**config.mk**
```make
export PLATFORM = sky130hd
export DESIGN_NAME = sys_control_regs
export DESIGN_NICKNAME = d
export VERILOG_FILES = /design/src/rtl/sysctl_pkg.sv /design/src/rtl/pend_table.sv /design/src/rtl/sys_control_regs.sv
export SDC_FILE = /design/constraint.sdc
export NUM_CORES = 1
export LEC_CHECK = 0
export BUFFER_PORTS_ARGS = -buffer_cell sky130_fd_sc_hd__buf_2
export CORE_ASPECT_RATIO = 1.4
export CORE_MARGIN = 3
export CORE_UTILIZATION = 55
export DETAILED_ROUTE_END_ITERATION = 16
export PLACE_DENSITY = 0.94
export SYNTH_ARGS = -nofsm -noshare
export SYNTH_HDL_FRONTEND = slang
export SYNTH_SLANG_ARGS = --single-unit
```
**constraint.sdc**
```tcl
create_clock -name clk_sys -period 6.9 [get_ports clk_sys]
set_input_delay 0.345 -clock clk_sys [delete_from_list [all_inputs] [get_ports clk_sys]]
set_output_delay 0.345 -clock clk_sys [all_outputs]
set_load 0.05 [all_outputs]
```
**src/rtl/sysctl_pkg.sv**
```systemverilog
// Constants for the system control register block.
// Assumes an AXI4-Lite slave with 32-bit data and 12-bit byte addresses.
package sysctl_pkg;
    // ==========================================================
    // Register byte offsets
    localparam logic [11:0] OFF_AUX_CTRL  = 12'h008;
    localparam logic [11:0] OFF_PROC_ID   = 12'hD00;
    localparam logic [11:0] OFF_INT_CTRL  = 12'hD04;
    localparam logic [11:0] OFF_SW_TRIG   = 12'hF00;
    localparam logic [11:0] OFF_IRQ_STAT  = 12'hF10;
    localparam logic [11:0] OFF_IRQ_MASK  = 12'hF14;
    localparam logic [11:0] OFF_CORE_STAT = 12'hF18;
    // ==========================================================
    // Field positions
    localparam int AUX_NO_MCYC    = 0;
    localparam int AUX_NO_WBUF    = 1;
    localparam int AUX_NO_FOLD    = 2;
    localparam int IC_NMI_SET     = 31;
    localparam int IC_DS_SET      = 28;
    localparam int IC_DS_CLR      = 27;
    localparam int IC_TICK_SET    = 26;
    localparam int IC_TICK_CLR    = 25;
    localparam int IC_ANY_PEND    = 22;
    localparam int IC_PEND_LSB    = 12;
    localparam int IC_RET_BASE    = 11;
    localparam int TRIG_W         = 6;
    localparam int NUM_IRQ        = 64;
    // ==========================================================
    // Identification (values arbitrary, neutral)
    localparam logic [7:0]  ID_IMPLEMENTER = 8'h5A;
    localparam logic [3:0]  ID_VARIANT     = 4'h1;
    localparam logic [3:0]  ID_CONSTANT    = 4'h3;
    localparam logic [11:0] ID_PART        = 12'h123;
    localparam logic [3:0]  ID_REVISION    = 4'h1;
    // ==========================================================
    // Exception numbers
    localparam logic [6:0] EXC_NONE = 7'h00;
    localparam logic [6:0] EXC_NMI  = 7'h02;
    localparam logic [6:0] EXC_DS   = 7'h0E;
    localparam logic [6:0] EXC_TICK = 7'h0F;
    localparam logic [6:0] EXC_IRQ0 = 7'h10;
    // ==========================================================
    // Event bits in status and mask registers
    localparam int EV_SW_TRIG = 0;
    localparam int EV_NMI    = 1;
    localparam int EV_DENIED = 2;
    localparam logic [1:0] RESP_OKAY   = 2'b00;
    localparam logic [1:0] RESP_SLVERR = 2'b10;
    localparam logic [31:0] RESET_WORD = 32'h0000_0000;
    // ==========================================================
    // Bus FSM states
    typedef enum logic [2:0] {
        BUS_IDLE = 3'b001,
        BUS_RESP = 3'b010,
        BUS_HOLD = 3'b100
    } bus_state_t;
endpackage

```
**src/rtl/pend_table.sv**
```systemverilog
// Pending-interrupt memory: one bit per external IRQ, read out registered.
// Assumes a single clk_sys domain; set wins over clear at the same index.
`timescale 1ns/1ps
`default_nettype none
module pend_table (
    input  wire logic                  clk_sys,
    input  wire logic                  reset,
    input  wire logic                  setEn,
    input  wire logic [5:0]            setIdx,
    input  wire logic                  clrEn,
    input  wire logic [5:0]            clrIdx,
    output logic [63:0]                pendBits_r
);
    always_ff @(posedge clk_sys) begin
        if (reset) begin
            pendBits_r <= 64'h0;
        end else begin
            for (int i = 0; i < 64; i++) begin
                if (setEn && setIdx == 6'(i)) begin
                    pendBits_r[i] <= 1'b1;
                end else if (clrEn && clrIdx == 6'(i)) begin
                    pendBits_r[i] <= 1'b0;
                end
            end
        end
    end
endmodule
`default_nettype wire

```
**src/rtl/sys_control_regs.sv**
```systemverilog
// System control register block behind an AXI4-Lite slave.
// Assumes privilege arrives as AxPROT[0]; core signals share clk_sys.
//
// Implementation choice: the AXI4-Lite register port.
`timescale 1ns/1ps
`default_nettype none
module sys_control_regs
    import sysctl_pkg::*;
(
    input  wire logic        clk_sys,
    input  wire logic        reset,
    input  wire logic [11:0] s_axi_awaddr,
    input  wire logic [2:0]  s_axi_awprot,
    input  wire logic        s_axi_awvalid,
    output logic             s_axi_awready,
    input  wire logic [31:0] s_axi_wdata,
    input  wire logic [3:0]  s_axi_wstrb,
    input  wire logic        s_axi_wvalid,
    output logic             s_axi_wready,
    output logic [1:0]       s_axi_bresp,
    output logic             s_axi_bvalid,
    input  wire logic        s_axi_bready,
    input  wire logic [11:0] s_axi_araddr,
    input  wire logic [2:0]  s_axi_arprot,
    input  wire logic        s_axi_arvalid,
    output logic             s_axi_arready,
    output logic [31:0]      s_axi_rdata,
    output logic [1:0]       s_axi_rresp,
    output logic             s_axi_rvalid,
    input  wire logic        s_axi_rready,
    input  wire logic [6:0]  activeExc,
    input  wire logic        preemptedActive,
    input  wire logic        nmiEntry,
    input  wire logic        dsTaken,
    input  wire logic        tickTaken,
    input  wire logic        irqTaken,
    input  wire logic [5:0]  irqTakenNum,
    output logic             noIfthenFold_r,
    output logic             noWriteBuffer_r,
    output logic             noMulticycleInt_r,
    output logic             nmiPending_r,
    output logic             dsPending_r,
    output logic             tickPending_r,
    output logic [63:0]      irqPending_r,
    output logic             irq_r
);
    // ==========================================================
    // Bus front end
    bus_state_t wrState_r;
    logic       awHeld_r;
    logic       wHeld_r;
    logic [11:0] awAddr_r;
    logic       awPriv_r;
    logic [31:0] wData_r;
    logic [3:0] wStrb_r;
    logic [2:0] evStat_r;
    logic [2:0] evMask_r;

    wire awTake = s_axi_awvalid && s_axi_awready;
    wire wTake  = s_axi_wvalid && s_axi_wready;
    wire haveAw = awHeld_r || awTake;
    wire haveW  = wHeld_r || wTake;
    wire [11:0] wAddr = awHeld_r ? awAddr_r : s_axi_awaddr;
    wire        wPriv = awHeld_r ? awPriv_r : s_axi_awprot[0];
    wire [31:0] wDat  = wHeld_r ? wData_r : s_axi_wdata;
    wire [3:0]  wStb  = wHeld_r ? wStrb_r : s_axi_wstrb;
    wire doWrite = (wrState_r == BUS_IDLE) && haveAw && haveW;

    function automatic logic known(input logic [11:0] a);
        known = (a == OFF_AUX_CTRL) || (a == OFF_PROC_ID) || (a == OFF_INT_CTRL)
             || (a == OFF_SW_TRIG) || (a == OFF_IRQ_STAT) || (a == OFF_IRQ_MASK)
             || (a == OFF_CORE_STAT);
    endfunction

    // Only full-word privileged writes to a mapped word take effect
    wire wOk = wPriv && (wStb == 4'hF) && known(wAddr);
    wire wr = doWrite && wOk;
    wire wrAux  = wr && wAddr == OFF_AUX_CTRL;
    wire wrIc   = wr && wAddr == OFF_INT_CTRL;
    wire wrTrig = wr && wAddr == OFF_SW_TRIG;
    wire wrStat = wr && wAddr == OFF_IRQ_STAT;
    wire wrMask = wr && wAddr == OFF_IRQ_MASK;

    always_ff @(posedge clk_sys) begin
        if (reset) begin
            wrState_r <= BUS_IDLE;
            awHeld_r <= 1'b0;
            wHeld_r <= 1'b0;
            awAddr_r <= 12'h000;
            awPriv_r <= 1'b0;
            wData_r <= RESET_WORD;
            wStrb_r <= 4'h0;
            s_axi_awready <= 1'b0;
            s_axi_wready <= 1'b0;
            s_axi_bvalid <= 1'b0;
            s_axi_bresp <= RESP_OKAY;
        end else begin
            case (wrState_r)
                BUS_IDLE: begin
                    if (awTake) begin
                        awHeld_r <= 1'b1;
                        awAddr_r <= s_axi_awaddr;
                        awPriv_r <= s_axi_awprot[0];
                    end
                    if (wTake) begin
                        wHeld_r <= 1'b1;
                        wData_r <= s_axi_wdata;
                        wStrb_r <= s_axi_wstrb;
                    end
                    s_axi_awready <= !haveAw;
                    s_axi_wready <= !haveW;
                    if (doWrite) begin
                        s_axi_awready <= 1'b0;
                        s_axi_wready <= 1'b0;
                        awHeld_r <= 1'b0;
                        wHeld_r <= 1'b0;
                        s_axi_bvalid <= 1'b1;
                        s_axi_bresp <= wOk ? RESP_OKAY : RESP_SLVERR;
                        wrState_r <= BUS_RESP;
                    end
                end
                BUS_RESP: begin
                    if (s_axi_bready) begin
                        s_axi_bvalid <= 1'b0;
                        wrState_r <= BUS_IDLE;
                    end
                end
                default: wrState_r <= BUS_IDLE;
            endcase
        end
    end

    // ==========================================================
    // Control registers
    always_ff @(posedge clk_sys) begin
        if (reset) begin
            noIfthenFold_r <= 1'b0;
            noWriteBuffer_r <= 1'b0;
            noMulticycleInt_r <= 1'b0;
        end else if (wrAux) begin
            noIfthenFold_r <= wDat[AUX_NO_FOLD];
            noWriteBuffer_r <= wDat[AUX_NO_WBUF];
            noMulticycleInt_r <= wDat[AUX_NO_MCYC];
        end
    end

    // Set wins over a simultaneous clear or handler entry
    always_ff @(posedge clk_sys) begin
        if (reset) begin
            nmiPending_r <= 1'b0;
            dsPending_r <= 1'b0;
            tickPending_r <= 1'b0;
        end else begin
            if (wrIc && wDat[IC_NMI_SET]) begin
                nmiPending_r <= 1'b1;
            end else if (nmiEntry) begin
                nmiPending_r <= 1'b0;
            end
            if (wrIc && wDat[IC_DS_SET]) begin
                dsPending_r <= 1'b1;
            end else if ((wrIc && wDat[IC_DS_CLR]) || dsTaken) begin
                dsPending_r <= 1'b0;
            end
            if (wrIc && wDat[IC_TICK_SET]) begin
                tickPending_r <= 1'b1;
            end else if ((wrIc && wDat[IC_TICK_CLR]) || tickTaken) begin
                tickPending_r <= 1'b0;
            end
        end
    end

    pend_table u_pend (
        .clk_sys    (clk_sys),
        .reset      (reset),
        .setEn      (wrTrig),
        .setIdx     (wDat[TRIG_W-1:0]),
        .clrEn      (irqTaken),
        .clrIdx     (irqTakenNum),
        .pendBits_r (irqPending_r)
    );

    // ==========================================================
    // Pending priority: NMI, then tick, deferred, lowest IRQ
    logic [6:0] lowIrq;
    always_comb begin
        lowIrq = EXC_NONE;
        for (int i = NUM_IRQ - 1; i >= 0; i--) begin
            if (irqPending_r[i]) begin
                lowIrq = EXC_IRQ0 + 7'(i);
            end
        end
    end
    wire anyIrq = |irqPending_r;
    wire [6:0] pendNum = nmiPending_r ? EXC_NMI : tickPending_r ? EXC_TICK
                       : dsPending_r ? EXC_DS : lowIrq;
    wire [31:0] icWord = {nmiPending_r, 2'b00, dsPending_r, 1'b0, tickPending_r, 3'b000,
                          anyIrq, 3'b000, pendNum, !preemptedActive, 4'h0, activeExc};
    wire [31:0] idWord = {ID_IMPLEMENTER, ID_VARIANT, ID_CONSTANT, ID_PART, ID_REVISION};

    // ==========================================================
    // Event status, mask and interrupt
    wire [2:0] evSet;
    assign evSet[EV_SW_TRIG] = wrTrig;
    assign evSet[EV_NMI]    = wrIc && wDat[IC_NMI_SET];
    assign evSet[EV_DENIED] = doWrite && !wOk;
    always_ff @(posedge clk_sys) begin
        if (reset) begin
            evStat_r <= 3'b000;
            evMask_r <= 3'b000;
            irq_r <= 1'b0;
        end else begin
            evStat_r <= evSet | (evStat_r & ~(wrStat ? wDat[2:0] : 3'b000));
            if (wrMask) begin
                evMask_r <= wDat[2:0];
            end
            irq_r <= |(evStat_r & evMask_r);
        end
    end

    // ==========================================================
    // Read channel: one cycle after address acceptance
    logic rBusy_r;
    wire arTake = s_axi_arvalid && s_axi_arready;
    wire rOk = s_axi_arprot[0] && known(s_axi_araddr);
    wire [31:0] rWord = (s_axi_araddr == OFF_AUX_CTRL)
                        ? {29'h0, noIfthenFold_r, noWriteBuffer_r, noMulticycleInt_r}
                      : (s_axi_araddr == OFF_PROC_ID)   ? idWord
                      : (s_axi_araddr == OFF_INT_CTRL)  ? icWord
                      : (s_axi_araddr == OFF_IRQ_STAT)  ? {29'h0, evStat_r}
                      : (s_axi_araddr == OFF_IRQ_MASK)  ? {29'h0, evMask_r}
                      : (s_axi_araddr == OFF_CORE_STAT)
                        ? {29'h0, dsPending_r, tickPending_r, nmiPending_r}
                      : RESET_WORD;
    always_ff @(posedge clk_sys) begin
        if (reset) begin
            rBusy_r <= 1'b0;
            s_axi_arready <= 1'b0;
            s_axi_rvalid <= 1'b0;
            s_axi_rdata <= RESET_WORD;
            s_axi_rresp <= RESP_OKAY;
        end else begin
            s_axi_arready <= !rBusy_r && !arTake;
            if (arTake) begin
                rBusy_r <= 1'b1;
                s_axi_rvalid <= 1'b1;
                s_axi_rdata <= rOk ? rWord : RESET_WORD;
                s_axi_rresp <= rOk ? RESP_OKAY : RESP_SLVERR;
            end else if (s_axi_rvalid && s_axi_rready) begin
                s_axi_rvalid <= 1'b0;
                rBusy_r <= 1'b0;
            end
        end
    end

    // ==========================================================
    // Checks
    a_nmi_set_pends: assert property (@(posedge clk_sys) disable iff (reset)
        (wrIc && wDat[IC_NMI_SET]) |=> nmiPending_r)
        else $error("NMI set write did not pend");
    a_nmi_entry_clr: assert property (@(posedge clk_sys) disable iff (reset)
        (nmiEntry && !(wrIc && wDat[IC_NMI_SET])) |=> !nmiPending_r)
        else $error("NMI pending survived handler entry");
    a_ds_clear_works: assert property (@(posedge clk_sys) disable iff (reset)
        (wrIc && wDat[IC_DS_CLR] && !wDat[IC_DS_SET]) |=> !dsPending_r)
        else $error("Deferred clear ignored");
    a_ds_set_pends: assert property (@(posedge clk_sys) disable iff (reset)
        (wrIc && wDat[IC_DS_SET]) |=> dsPending_r)
        else $error("Deferred set ignored");
    a_tick_set_clr: assert property (@(posedge clk_sys) disable iff (reset)
        (wrIc && wDat[IC_TICK_CLR] && !wDat[IC_TICK_SET]) |=> !tickPending_r)
        else $error("Tick clear ignored");
    a_tick_set_pends: assert property (@(posedge clk_sys) disable iff (reset)
        (wrIc && wDat[IC_TICK_SET]) |=> tickPending_r)
        else $error("Tick set ignored");
    a_trig_pends_irq: assert property (@(posedge clk_sys) disable iff (reset)
        wrTrig |=> irqPending_r[$past(wDat[TRIG_W-1:0])])
        else $error("Software trigger did not pend IRQ");
    a_unpriv_blocked: assert property (@(posedge clk_sys) disable iff (reset)
        (doWrite && !wPriv) |=> $stable(noIfthenFold_r) && s_axi_bresp == RESP_SLVERR)
        else $error("Unprivileged write took effect");
    a_aux_write_bits: assert property (@(posedge clk_sys) disable iff (reset)
        wrAux |=> noWriteBuffer_r == $past(wDat[AUX_NO_WBUF])
               && noMulticycleInt_r == $past(wDat[AUX_NO_MCYC]))
        else $error("Auxiliary bits not stored");
    a_pend_none_code: assert property (@(posedge clk_sys) disable iff (reset)
        !(nmiPending_r || dsPending_r || tickPending_r || anyIrq) |-> pendNum == EXC_NONE)
        else $error("Pending number wrong when idle");
endmodule
`default_nettype wire

```
==> flow_metrics.env, run 1 <==
export IMPL_htree_levels=4
export IMPL_ys_seq_elements=136
export IMPL_vias_per_cell=6.31
export IMPL_seq_area_frac_synth_pct=39.5
export IMPL_status="finished clean"
export IMPL_synth_area_per_cell_um2=7.73
export IMPL_critPathArrivalTime_ns=4.01
export IMPL_fin_setup_tns_ns=0
export IMPL_synth_top_family_by_area="simple AND/OR/NAND/NOR gates"
export IMPL_numCtsBuffers=17
export IMPL_overflow=0
export IMPL_maxSlewHeadroom_pct=28.7
export IMPL_nNetsFinal=1126
export IMPL_start_kind="flop"
export IMPL_layout_commonest_cell="nand2_1"
export IMPL_port_buffers=167
export IMPL_synth_compound_area_share_pct=25.8
export IMPL_synth_xor_area_share_pct=0
export IMPL_peakVddDrop_mv=0.138
export IMPL_start_util_pct=57.2
export IMPL_rsz0062_at_grt="no"
export IMPL_total_power_mw=1.93
export IMPL_critPathKind="flop to flop"
export IMPL_met3_length_um=2100
export IMPL_coreArea_um2=12100
export IMPL_nFillCells=989
export IMPL_hold_path_class="input pin to flop"
export IMPL_cts_setup_buffers=0
export IMPL_post_route_util_pct=68.5
export IMPL_first_pass_iters=7
export IMPL_synth_edff_count=0
export IMPL_drive_gt1_share_pct=23.8
export IMPL_ant_nets=0
export IMPL_synth_mux_area_share_pct=3.21
export IMPL_cts_root_buf="clkbuf_16"
export IMPL_async_flop_share_pct=0
export IMPL_vias=7535
export IMPL_detail_route_wl_per_cell_um=19.0
export IMPL_die_y_um=138
export IMPL_grt_max_degree=72
export IMPL_drt_wl_total_um=22700
export IMPL_top_layer="met4"
export IMPL_ioPinCount=203
export IMPL_power_density_nw_per_um2=233
export IMPL_synth_cell_types=66
export IMPL_fin_skew_ns=0.00764
export IMPL_dp_cells=1163
export IMPL_fin_crit_ns=3.67
export IMPL_cts_hold_fix_buffers=0
export IMPL_hold_viol=0
export IMPL_drt_iter0_drc=650
export IMPL_maxCapViolCount=0
export IMPL_dieArea_um2=13900
export IMPL_hold_ws_ns=0.165
export IMPL_areaGrowthSynthToFinish_pct=19.7
export IMPL_drc_errors=0
export IMPL_tightest_slew_ns=1.06
export IMPL_antenna_found_initial=1
export IMPL_grt_pass1_wl_um=35900
export IMPL_crit_required_ns=7.24
export IMPL_cts_resized=0
export IMPL_stdcell_count=1194
export IMPL_cts_tree="done"
export IMPL_grt_usage_pct=32.2
export IMPL_finalCritPeriodShare_pct=53.2
export IMPL_cts_clk_slew_worst_paths_ns=0.06
export IMPL_cts_sinks=136
export IMPL_mostFrequentLayoutCells="nand2_1 (173), buf_2 (166), dfxtp_1 (136)"
export IMPL_leakage_nw=3.23
export IMPL_die_x_um=101
export IMPL_synth_simple_area_share_pct=25.9
export IMPL_rows=47
export IMPL_ys_flop_type="dfxtp_1"
export IMPL_setup_viol_count_final=0
export IMPL_fmax_mhz=273
export IMPL_insertion_delay_ns=0.42
export IMPL_gp_congestion=0.992
export IMPL_syn_cell_area_um2=6900
export IMPL_endpoint_kind="flop"
export IMPL_wl_met2_um=11400
export IMPL_syn_inst=892
export IMPL_grt_pass1_vias=7189
export IMPL_hpwl_um=16300
export IMPL_cp_max_fo=24
export IMPL_m1WireLength_um=7740
export IMPL_slew_viol_final=0
export IMPL_synthAdderAreaFrac_pct=0
export IMPL_yosysWarnings=0
export IMPL_cts_buffer_depth=2
[stage by stage]
step	worst slack, ns	area (um2)
2_1_floorplan	4.08	6930
3_3_place_gp	3.40	7660
3_5_place_dp	3.33	7660
4_1_cts	3.32	8260
5_1_grt	3.05	8260
6_report	3.23	8260
[sequential cells by signal (all words and copies together), names as in the netlist, 2 cells and up]
signal / cells
u_pend.pendBits_r: 64
evStat_r: 3
wData_r: 11
awAddr_r: 12
wrState_r: 2
evMask_r: 3
s_axi_rdata: 20
wStrb_r: 4
[area by class of cell]
type | instances | area [um2] | share of cell area, %
flip-flops and latches | 136 | 2720 | 33.0
multi-input cells | 690 | 3830 | 46.4
well taps | 147 | 184 | 2.23
inverters | 22 | 82.6 | 1.00
clock buffers | 18 | 439 | 5.32
clock inverters | 12 | 153 | 1.85
diodes | 1 | 2.50 | 0.0303
repair buffers | 168 | 846 | 10.2
[worst paths after layout]
| kind | from | endpoint | slack [ns] | cells past startpoint |
|---|---|---|---|---|
| worst max-delay path | wHeld_r$_SDFFE_PP0P_ | u_pend.pendBits_r[0]$_SDFFE_PP0P_ | 3.23 | 6 |
| worst min-delay path | s_axi_awaddr[1] | awAddr_r[1]$_SDFFE_PP0P_ | 0.17 | 3 |
| worst max register to register | wHeld_r$_SDFFE_PP0P_ | u_pend.pendBits_r[0]$_SDFFE_PP0P_ | 3.23 | 6 |
| worst min register to register | rBusy_r$_SDFFE_PP0P_ | s_axi_arready$_SDFF_PP0_ | 0.44 | 1 |
[where the power goes]
| part | switching (mW) | internal [mW] |
|---|---|---|
| clock network | 0.347 | 0.572 |
| registers | 0.0193 | 0.803 |
| logic | 0.131 | 0.0544 |
[kinds of logic after synthesis]
family,after synthesis
muxes,21
AOI/OAI and AO/OA,285
buffers and inverters,75
other,1
and+or+nand+nor,374
DFF,136
[metal layers]
| metal | up-vias | global-route usage, % |
|---|---|---|
| met2 | 497 | 54.8 |
| met5 | - | 0 |
| met3 | 130 | 7.36 |
| met4 | 0 | 19.8 |
| met1 | 3436 | 35.6 |
| li1 | 3472 | - |
[worst max-delay path: stages (launching register included)]
cell	delay, ns
dfxtp_1	0.98
a41oi_1	0.12
a211oi_1	0.52
or4b_4	0.64
nor4_4	0.96
nand2_1	0.18
a21oi_1	0.18
[cell usage after synthesis, types with 12 or more instances]
library cell / number / area share [%]
dfxtp_1: 136 / 39
nand2_1: 173 / 9.4
clkbuf_1: 32 / 1.7
nand3_1: 20 / 1.5
o21ai_0: 84 / 6.1
buf_4: 14 / 1.5
mux2i_1: 12 / 1.7
inv_1: 22 / 1.2
nor3_1: 31 / 2.2
nor4_1: 20 / 1.8
nor2_1: 70 / 3.8
a21oi_1: 91 / 6.6
a21oi_2: 33 / 4.2
Note: power is estimated with default switching activity, not from simulation.
==> run 2, diff against run 1 <==
CORE_UTILIZATION = 52   (was 55)
PLACE_DENSITY = 0.9   (was 0.94)
clock period = 3.7 ns   (was 6.9 ns; I/O delays follow)
==> run 2 against run 1 <==
Net effect:
- non-clock buffer count up 9
- total power up 93%
- final area up 1.9%
- fmax up 33%
- utilization down 3.5 points
- register-to-register slack worse by 2.3 ns
- critical path type unchanged
- largest cell class unchanged
==> flow_metrics.env, run 2 (same netlist as run 1, synthesis figures left out) <==
export IMPL_drt_iter0_drc=648
export IMPL_fin_setup_tns_ns=0
export IMPL_m1WireLength_um=8130
export IMPL_grt_usage_pct=30.2
export IMPL_areaGrowthSynthToFinish_pct=22.0
export IMPL_drc_errors=0
export IMPL_slew_viol_final=0
export IMPL_grt_pass1_wl_um=34800
export IMPL_crit_start="awHeld_r$_SDFFE_PP0P_"
export IMPL_crit_path_cell_trace="buf_4 > mux2i_1 > a211oi_1 > or4b_4 > nor4_4 > buf_4 > nand2_1 > a21oi_2"
export IMPL_die_y_um=142
export IMPL_stdcell_count=1237
export IMPL_hold_ws_ns=0.0113
export IMPL_grt_pass1_vias=6876
export IMPL_critPathKind="flop to flop"
export IMPL_cts_clk_slew_worst_paths_ns=0.06
export IMPL_crit_buf_inv=2
export IMPL_ioPinCount=203
export IMPL_cts_root_buf="clkbuf_16"
export IMPL_cp_endpoint="u_pend.pendBits_r[30]$_SDFFE_PP0P_"
export IMPL_power_density_nw_per_um2=443
export IMPL_status="finished clean"
export IMPL_cts_hold_fix_buffers=1
export IMPL_multi_input_area_um2=3830
export IMPL_vias_per_cell=6.12
export IMPL_die_x_um=103
export IMPL_overflow=0
export IMPL_largest_reg_flops=64
export IMPL_cp_common_cell="buf_4"
export IMPL_peakVddDrop_mv=0.303
export IMPL_dpl_worst_slack_ns=1.04
export IMPL_largest_register="u_pend.pendBits_r"
export IMPL_r2r_start="awHeld_r$_SDFFE_PP0P_"
export IMPL_drt_wl_total_um=22900
export IMPL_dieArea_um2=14700
export IMPL_dp_cells=1202
export IMPL_leakage_nw=3.30
export IMPL_critPathArrivalTime_ns=3.10
export IMPL_endpoint_kind="flop"
export IMPL_path_delay_family="simple AND/OR/NAND/NOR gates"
export IMPL_fin_crit_ns=2.75
export IMPL_rsz0062_at_grt="no"
export IMPL_detail_route_wl_per_cell_um=18.5
export IMPL_mostFrequentLayoutCells="nand2_1 (173), buf_2 (166), dfxtp_1 (136)"
export IMPL_r2r_cells=8
export IMPL_cts_resized=0
export IMPL_coreArea_um2=12900
export IMPL_met3_length_um=1960
export IMPL_first_pass_iters=6
export IMPL_fmax_mhz=364
export IMPL_htree_levels=4
export IMPL_worst_slack_ns=0.950
export IMPL_nNetsFinal=1135
export IMPL_cts_sinks=136
export IMPL_nFillCells=1090
export IMPL_antenna_found_initial=2
export IMPL_crit_required_ns=4.05
export IMPL_r2r_slack_ns=0.95
export IMPL_rr_endpoint="u_pend.pendBits_r[30]$_SDFFE_PP0P_"
export IMPL_gp_congestion=1.02
export IMPL_rows=49
export IMPL_slowest_delay_ns=0.65
export IMPL_ant_nets=0
export IMPL_total_power_mw=3.73
export IMPL_tightest_slew_ns=0.815
export IMPL_cp_depth=8
export IMPL_cts_tree="done"
export IMPL_grt_max_degree=72
export IMPL_hold_path_class="input pin to flop"
export IMPL_cts_buffer_depth=2
export IMPL_hpwl_um=16700
export IMPL_wl_met2_um=11400
export IMPL_maxSlewHeadroom_pct=44.9
export IMPL_numCtsBuffers=17
export IMPL_insertion_delay_ns=0.42
export IMPL_worstHoldStart="s_axi_awaddr[7]"
export IMPL_setup_viol_count_final=0
export IMPL_largestRegisters="u_pend.pendBits_r x64, s_axi_rdata x20, awAddr_r x12"
export IMPL_cp_max_fo=16
export IMPL_cts_setup_buffers=0
export IMPL_layout_commonest_cell="nand2_1"
export IMPL_seq_area_um2=2720
export IMPL_hold_viol=0
export IMPL_port_buffers=167
export IMPL_finalCritPeriodShare_pct=74.3
export IMPL_drive_gt1_share_pct=24.3
export IMPL_maxCapViolCount=0
export IMPL_slowest_stage="or4b_4"
export IMPL_start_util_pct=53.3
export IMPL_top_layer="met4"
export IMPL_fin_skew_ns=0.0127
export IMPL_vias=7568
export IMPL_start_kind="flop"
## run 2: worst min-delay path by stage
stage,depth (start not counted),to
6_report,3,awAddr_r[7]$_SDFFE_PP0P_
5_1_grt,3,awAddr_r[7]$_SDFFE_PP0P_
4_1_cts,3,awAddr_r[7]$_SDFFE_PP0P_
3_5_place_dp,3,s_axi_rdata[3]$_SDFFE_PP0P_
3_3_place_gp,3,s_axi_rdata[6]$_SDFFE_PP0P_
2_1_floorplan,2,awAddr_r[5]$_SDFFE_PP0P_
## run 2: report_power, final
group / internal, mW / total (mW) / switching, mW
logic: 0.106 / 0.366 / 0.260
clock network: 1.19 / 1.84 / 0.646
registers: 1.50 / 1.52 / 0.0249
## run 2: per-layer routing
layer,up-vias,global-route usage (%)
li1,3505,-
met4,0,19.5
met2,491,50.3
met1,3457,34.6
met3,115,5.98
met5,-,0
## run 2: through the flow
stage / cell area [um2] / util, %
after floorplan: 6930 / -
after global placement: 7760 / 60.0
after detailed placement: 7760 / 60.0
after CTS: 8410 / 65.0
after global routing: 8410 / 65.0
final: 8410 / 65.0
## run 2: worst reg2reg max path, stage by stage (launching register included)
cell	delay, ns
dfxtp_1	0.35
buf_4	0.23
mux2i_1	0.10
a211oi_1	0.46
or4b_4	0.65
nor4_4	0.33
buf_4	0.28
nand2_1	0.13
a21oi_2	0.15
## run 2: layout make-up
class	instances	area share [%]
tap	178	2.65
clock buffer	19	5.15
timing repair buffer	177	10.9
sequential	136	32.4
antenna	2	0.0595
clock inverter	13	2.41
inverter	22	0.982
multi-input combinational	690	45.5
==> run 3, diff against run 2 <==
CORE_UTILIZATION = 47   (was 52)
PLACE_DENSITY = 0.87   (was 0.9)
clock period = 2.2 ns   (was 3.7 ns; I/O delays follow)
==> run 3 against run 2 <==
Net effect:
- non-clock buffer count increased by 120
- first-iteration DRC count increased by 32%
- the run now ends with setup timing left
- total power up 69%
- setup slack worse by 1.3 ns
- die area grew 10%
- via count rose by 10%
- utilization rose by 3.7 points
- register-to-register slack got worse by 1.3 ns
==> flow_metrics.env, run 3 (same netlist as run 1, synthesis figures left out) <==
export IMPL_cts_clk_slew_worst_paths_ns=0.07
export IMPL_r2r_start="awAddr_r[5]$_SDFFE_PP0P_"
export IMPL_grt_max_degree=59
export IMPL_status="complete, but fails checks"
export IMPL_finalCritPeriodShare_pct=117
export IMPL_hold_ws_ns=0.0124
export IMPL_cts_root_buf="clkbuf_16"
export IMPL_drt_iter0_drc=853
export IMPL_grt_usage_pct=30.5
export IMPL_numCtsBuffers=17
export IMPL_drt_wl_total_um=26500
export IMPL_largestRegisters="u_pend.pendBits_r x64, s_axi_rdata x20, awAddr_r x12"
export IMPL_cts_buffer_depth=2
export IMPL_r2r_slack_ns=-0.38
export IMPL_dpl_worst_slack_ns=-0.340
export IMPL_fin_skew_ns=0.0120
export IMPL_ioPinCount=203
export IMPL_power_density_nw_per_um2=648
export IMPL_insertion_delay_ns=0.42
export IMPL_start_util_pct=48.7
export IMPL_fin_setup_tns_ns=-21.33
export IMPL_leakage_nw=4.08
export IMPL_r2r_cells=7
export IMPL_largest_register="u_pend.pendBits_r"
export IMPL_violations="setup timing"
export IMPL_vias=8333
export IMPL_tightest_slew_ns=0.755
export IMPL_slowest_stage="or4b_4"
export IMPL_overflow=0
export IMPL_peakVddDrop_mv=0.448
export IMPL_hold_path_class="input pin to flop"
export IMPL_hpwl_um=18100
export IMPL_largest_reg_flops=64
export IMPL_cp_max_fo=16
export IMPL_die_x_um=108
export IMPL_layout_commonest_cell="buf_2"
export IMPL_antennaDiodeCount=0
export IMPL_gp_congestion=0.981
export IMPL_dp_cells=1281
export IMPL_dieArea_um2=16200
export IMPL_setup_viol_count_final=74
export IMPL_crit_required_ns=2.55
export IMPL_die_y_um=149
export IMPL_rr_endpoint="u_pend.pendBits_r[35]$_SDFFE_PP0P_"
export IMPL_grt_pass1_vias=7780
export IMPL_whs_path_depth=3
export IMPL_hold_viol=0
export IMPL_detail_route_wl_per_cell_um=19.5
export IMPL_maxCapViolCount=0
export IMPL_areaGrowthSynthToFinish_pct=41.2
export IMPL_post_route_util_pct=68.7
export IMPL_worstHoldStart="s_axi_arvalid"
export IMPL_ant_nets=0
export IMPL_coreArea_um2=14200
export IMPL_cts_tree="done"
export IMPL_drc_errors=0
export IMPL_nNetsFinal=1255
export IMPL_endpoint_kind="flop"
export IMPL_maxSlewHeadroom_pct=49.0
export IMPL_worst_slack_ns=-0.380
export IMPL_start_kind="flop"
export IMPL_antenna_found_initial=0
export IMPL_cts_sinks=136
export IMPL_hold_end="s_axi_arready$_SDFF_PP0_"
export IMPL_slew_viol_final=0
export IMPL_htree_levels=4
export IMPL_vias_per_cell=6.12
export IMPL_rsz0062_at_grt="yes"
export IMPL_critPathArrivalTime_ns=2.93
export IMPL_mostFrequentLayoutCells="buf_2 (166), nand2_1 (142), dfxtp_1 (131)"
export IMPL_first_pass_iters=8
export IMPL_critPathKind="flop to flop"
export IMPL_port_buffers=167
export IMPL_cp_common_cell="or4b_4"
export IMPL_fmax_mhz=388
export IMPL_stdcell_count=1362
export IMPL_grt_pass1_wl_um=39000
export IMPL_slowest_delay_ns=0.63
export IMPL_rows=51
export IMPL_drive_gt1_share_pct=33.8
export IMPL_nFillCells=1094
export IMPL_fin_crit_ns=2.58
export IMPL_crit_path_cell_trace="or4b_4 > o22a_1 > or4b_4 > nor4_4 > buf_12 > nand2_1 > a21oi_2"
==> run 3: changes by cell type in the layout (fill, tap and decap cells not counted), sizes merged <==
cell | previous run | this run
buf | 176 | 256
inv | 22 | 27
diode | 2 | 0
clkbuf | 19 | 18
bufinv | 5 | 3
clkinv | 6 | 5
dlygate4sd3 | 1 | 40
==> run 3: worst max-delay path by stage <==
stage                        startpoint                            endpoint  slack [ns]  cells after the start
6_report       awAddr_r[5]$_SDFFE_PP0P_  u_pend.pendBits_r[35]$_SDFFE_PP0P_       -0.38                      7
5_1_grt        awAddr_r[5]$_SDFFE_PP0P_              evStat_r[1]$_SDFF_PP0_       -0.42                      8
4_1_cts        awAddr_r[5]$_SDFFE_PP0P_  u_pend.pendBits_r[35]$_SDFFE_PP0P_       -0.32                      7
3_5_place_dp   awAddr_r[5]$_SDFFE_PP0P_  u_pend.pendBits_r[55]$_SDFFE_PP0P_       -0.34                      7
3_3_place_gp   awAddr_r[5]$_SDFFE_PP0P_  u_pend.pendBits_r[51]$_SDFFE_PP0P_       -0.27                      7
2_1_floorplan     awHeld_r$_SDFFE_PP0P_  u_pend.pendBits_r[51]$_SDFFE_PP0P_       -0.39                      9
==> run 3: worst max-delay path: cells and delay by family, from the launching register on <==
kind,cells,cell delay [ns]
buffers and inverters,1,0.19
AOI/OAI and AO/OA,2,0.40
DFF,1,0.33
and+or+nand+nor,4,1.57
==> run 3: cell type report <==
cell class | instances | area [um2] | share of cell area [%]
flip-flops and latches | 136 | 2730 | 28.1
clock buffers | 17 | 425 | 4.37
multi-input cells | 690 | 4060 | 41.7
repair buffers | 297 | 2010 | 20.7
inverters | 22 | 82.6 | 0.848
clock inverters | 15 | 191 | 1.97
well taps | 185 | 231 | 2.38
==> run 3: routing by layer <==
metal	global-route usage, %	part of all wire, %	up-vias
li1	-	-	3736
met1	34.2	35	3823
met2	52.3	49	609
met3	5.41	9.1	165
met4	20.5	7.2	0
met5	0	0	-
==> run 3: report_power, final <==
group	total [mW]	internal, mW	switching, mW	leakage, nW
registers	2.56	2.52	0.0410	1.10
clock network	2.99	1.81	1.18	0.297
logic	0.753	0.268	0.485	2.68
==> run 3: what timing repair did <==
action                                  4_1_cts  5_1_grt
endpoints found under the hold margin        41        0
gates cloned                                  0        1
endpoints found under the setup margin       75       80
hold buffers                                 40        0
buffers inserted                              1        7
resized for setup                            12       42
pin swaps                                    13       22
==> run 3: stage by stage <==
stage / total power [mW] / cell area, um2
finish: 6.31 / 9740
floorplan: 3.04 / 7000
global route: 6.49 / 9740
global placement: 3.26 / 8430
detailed placement: 3.27 / 8430
CTS: 6.27 / 9490
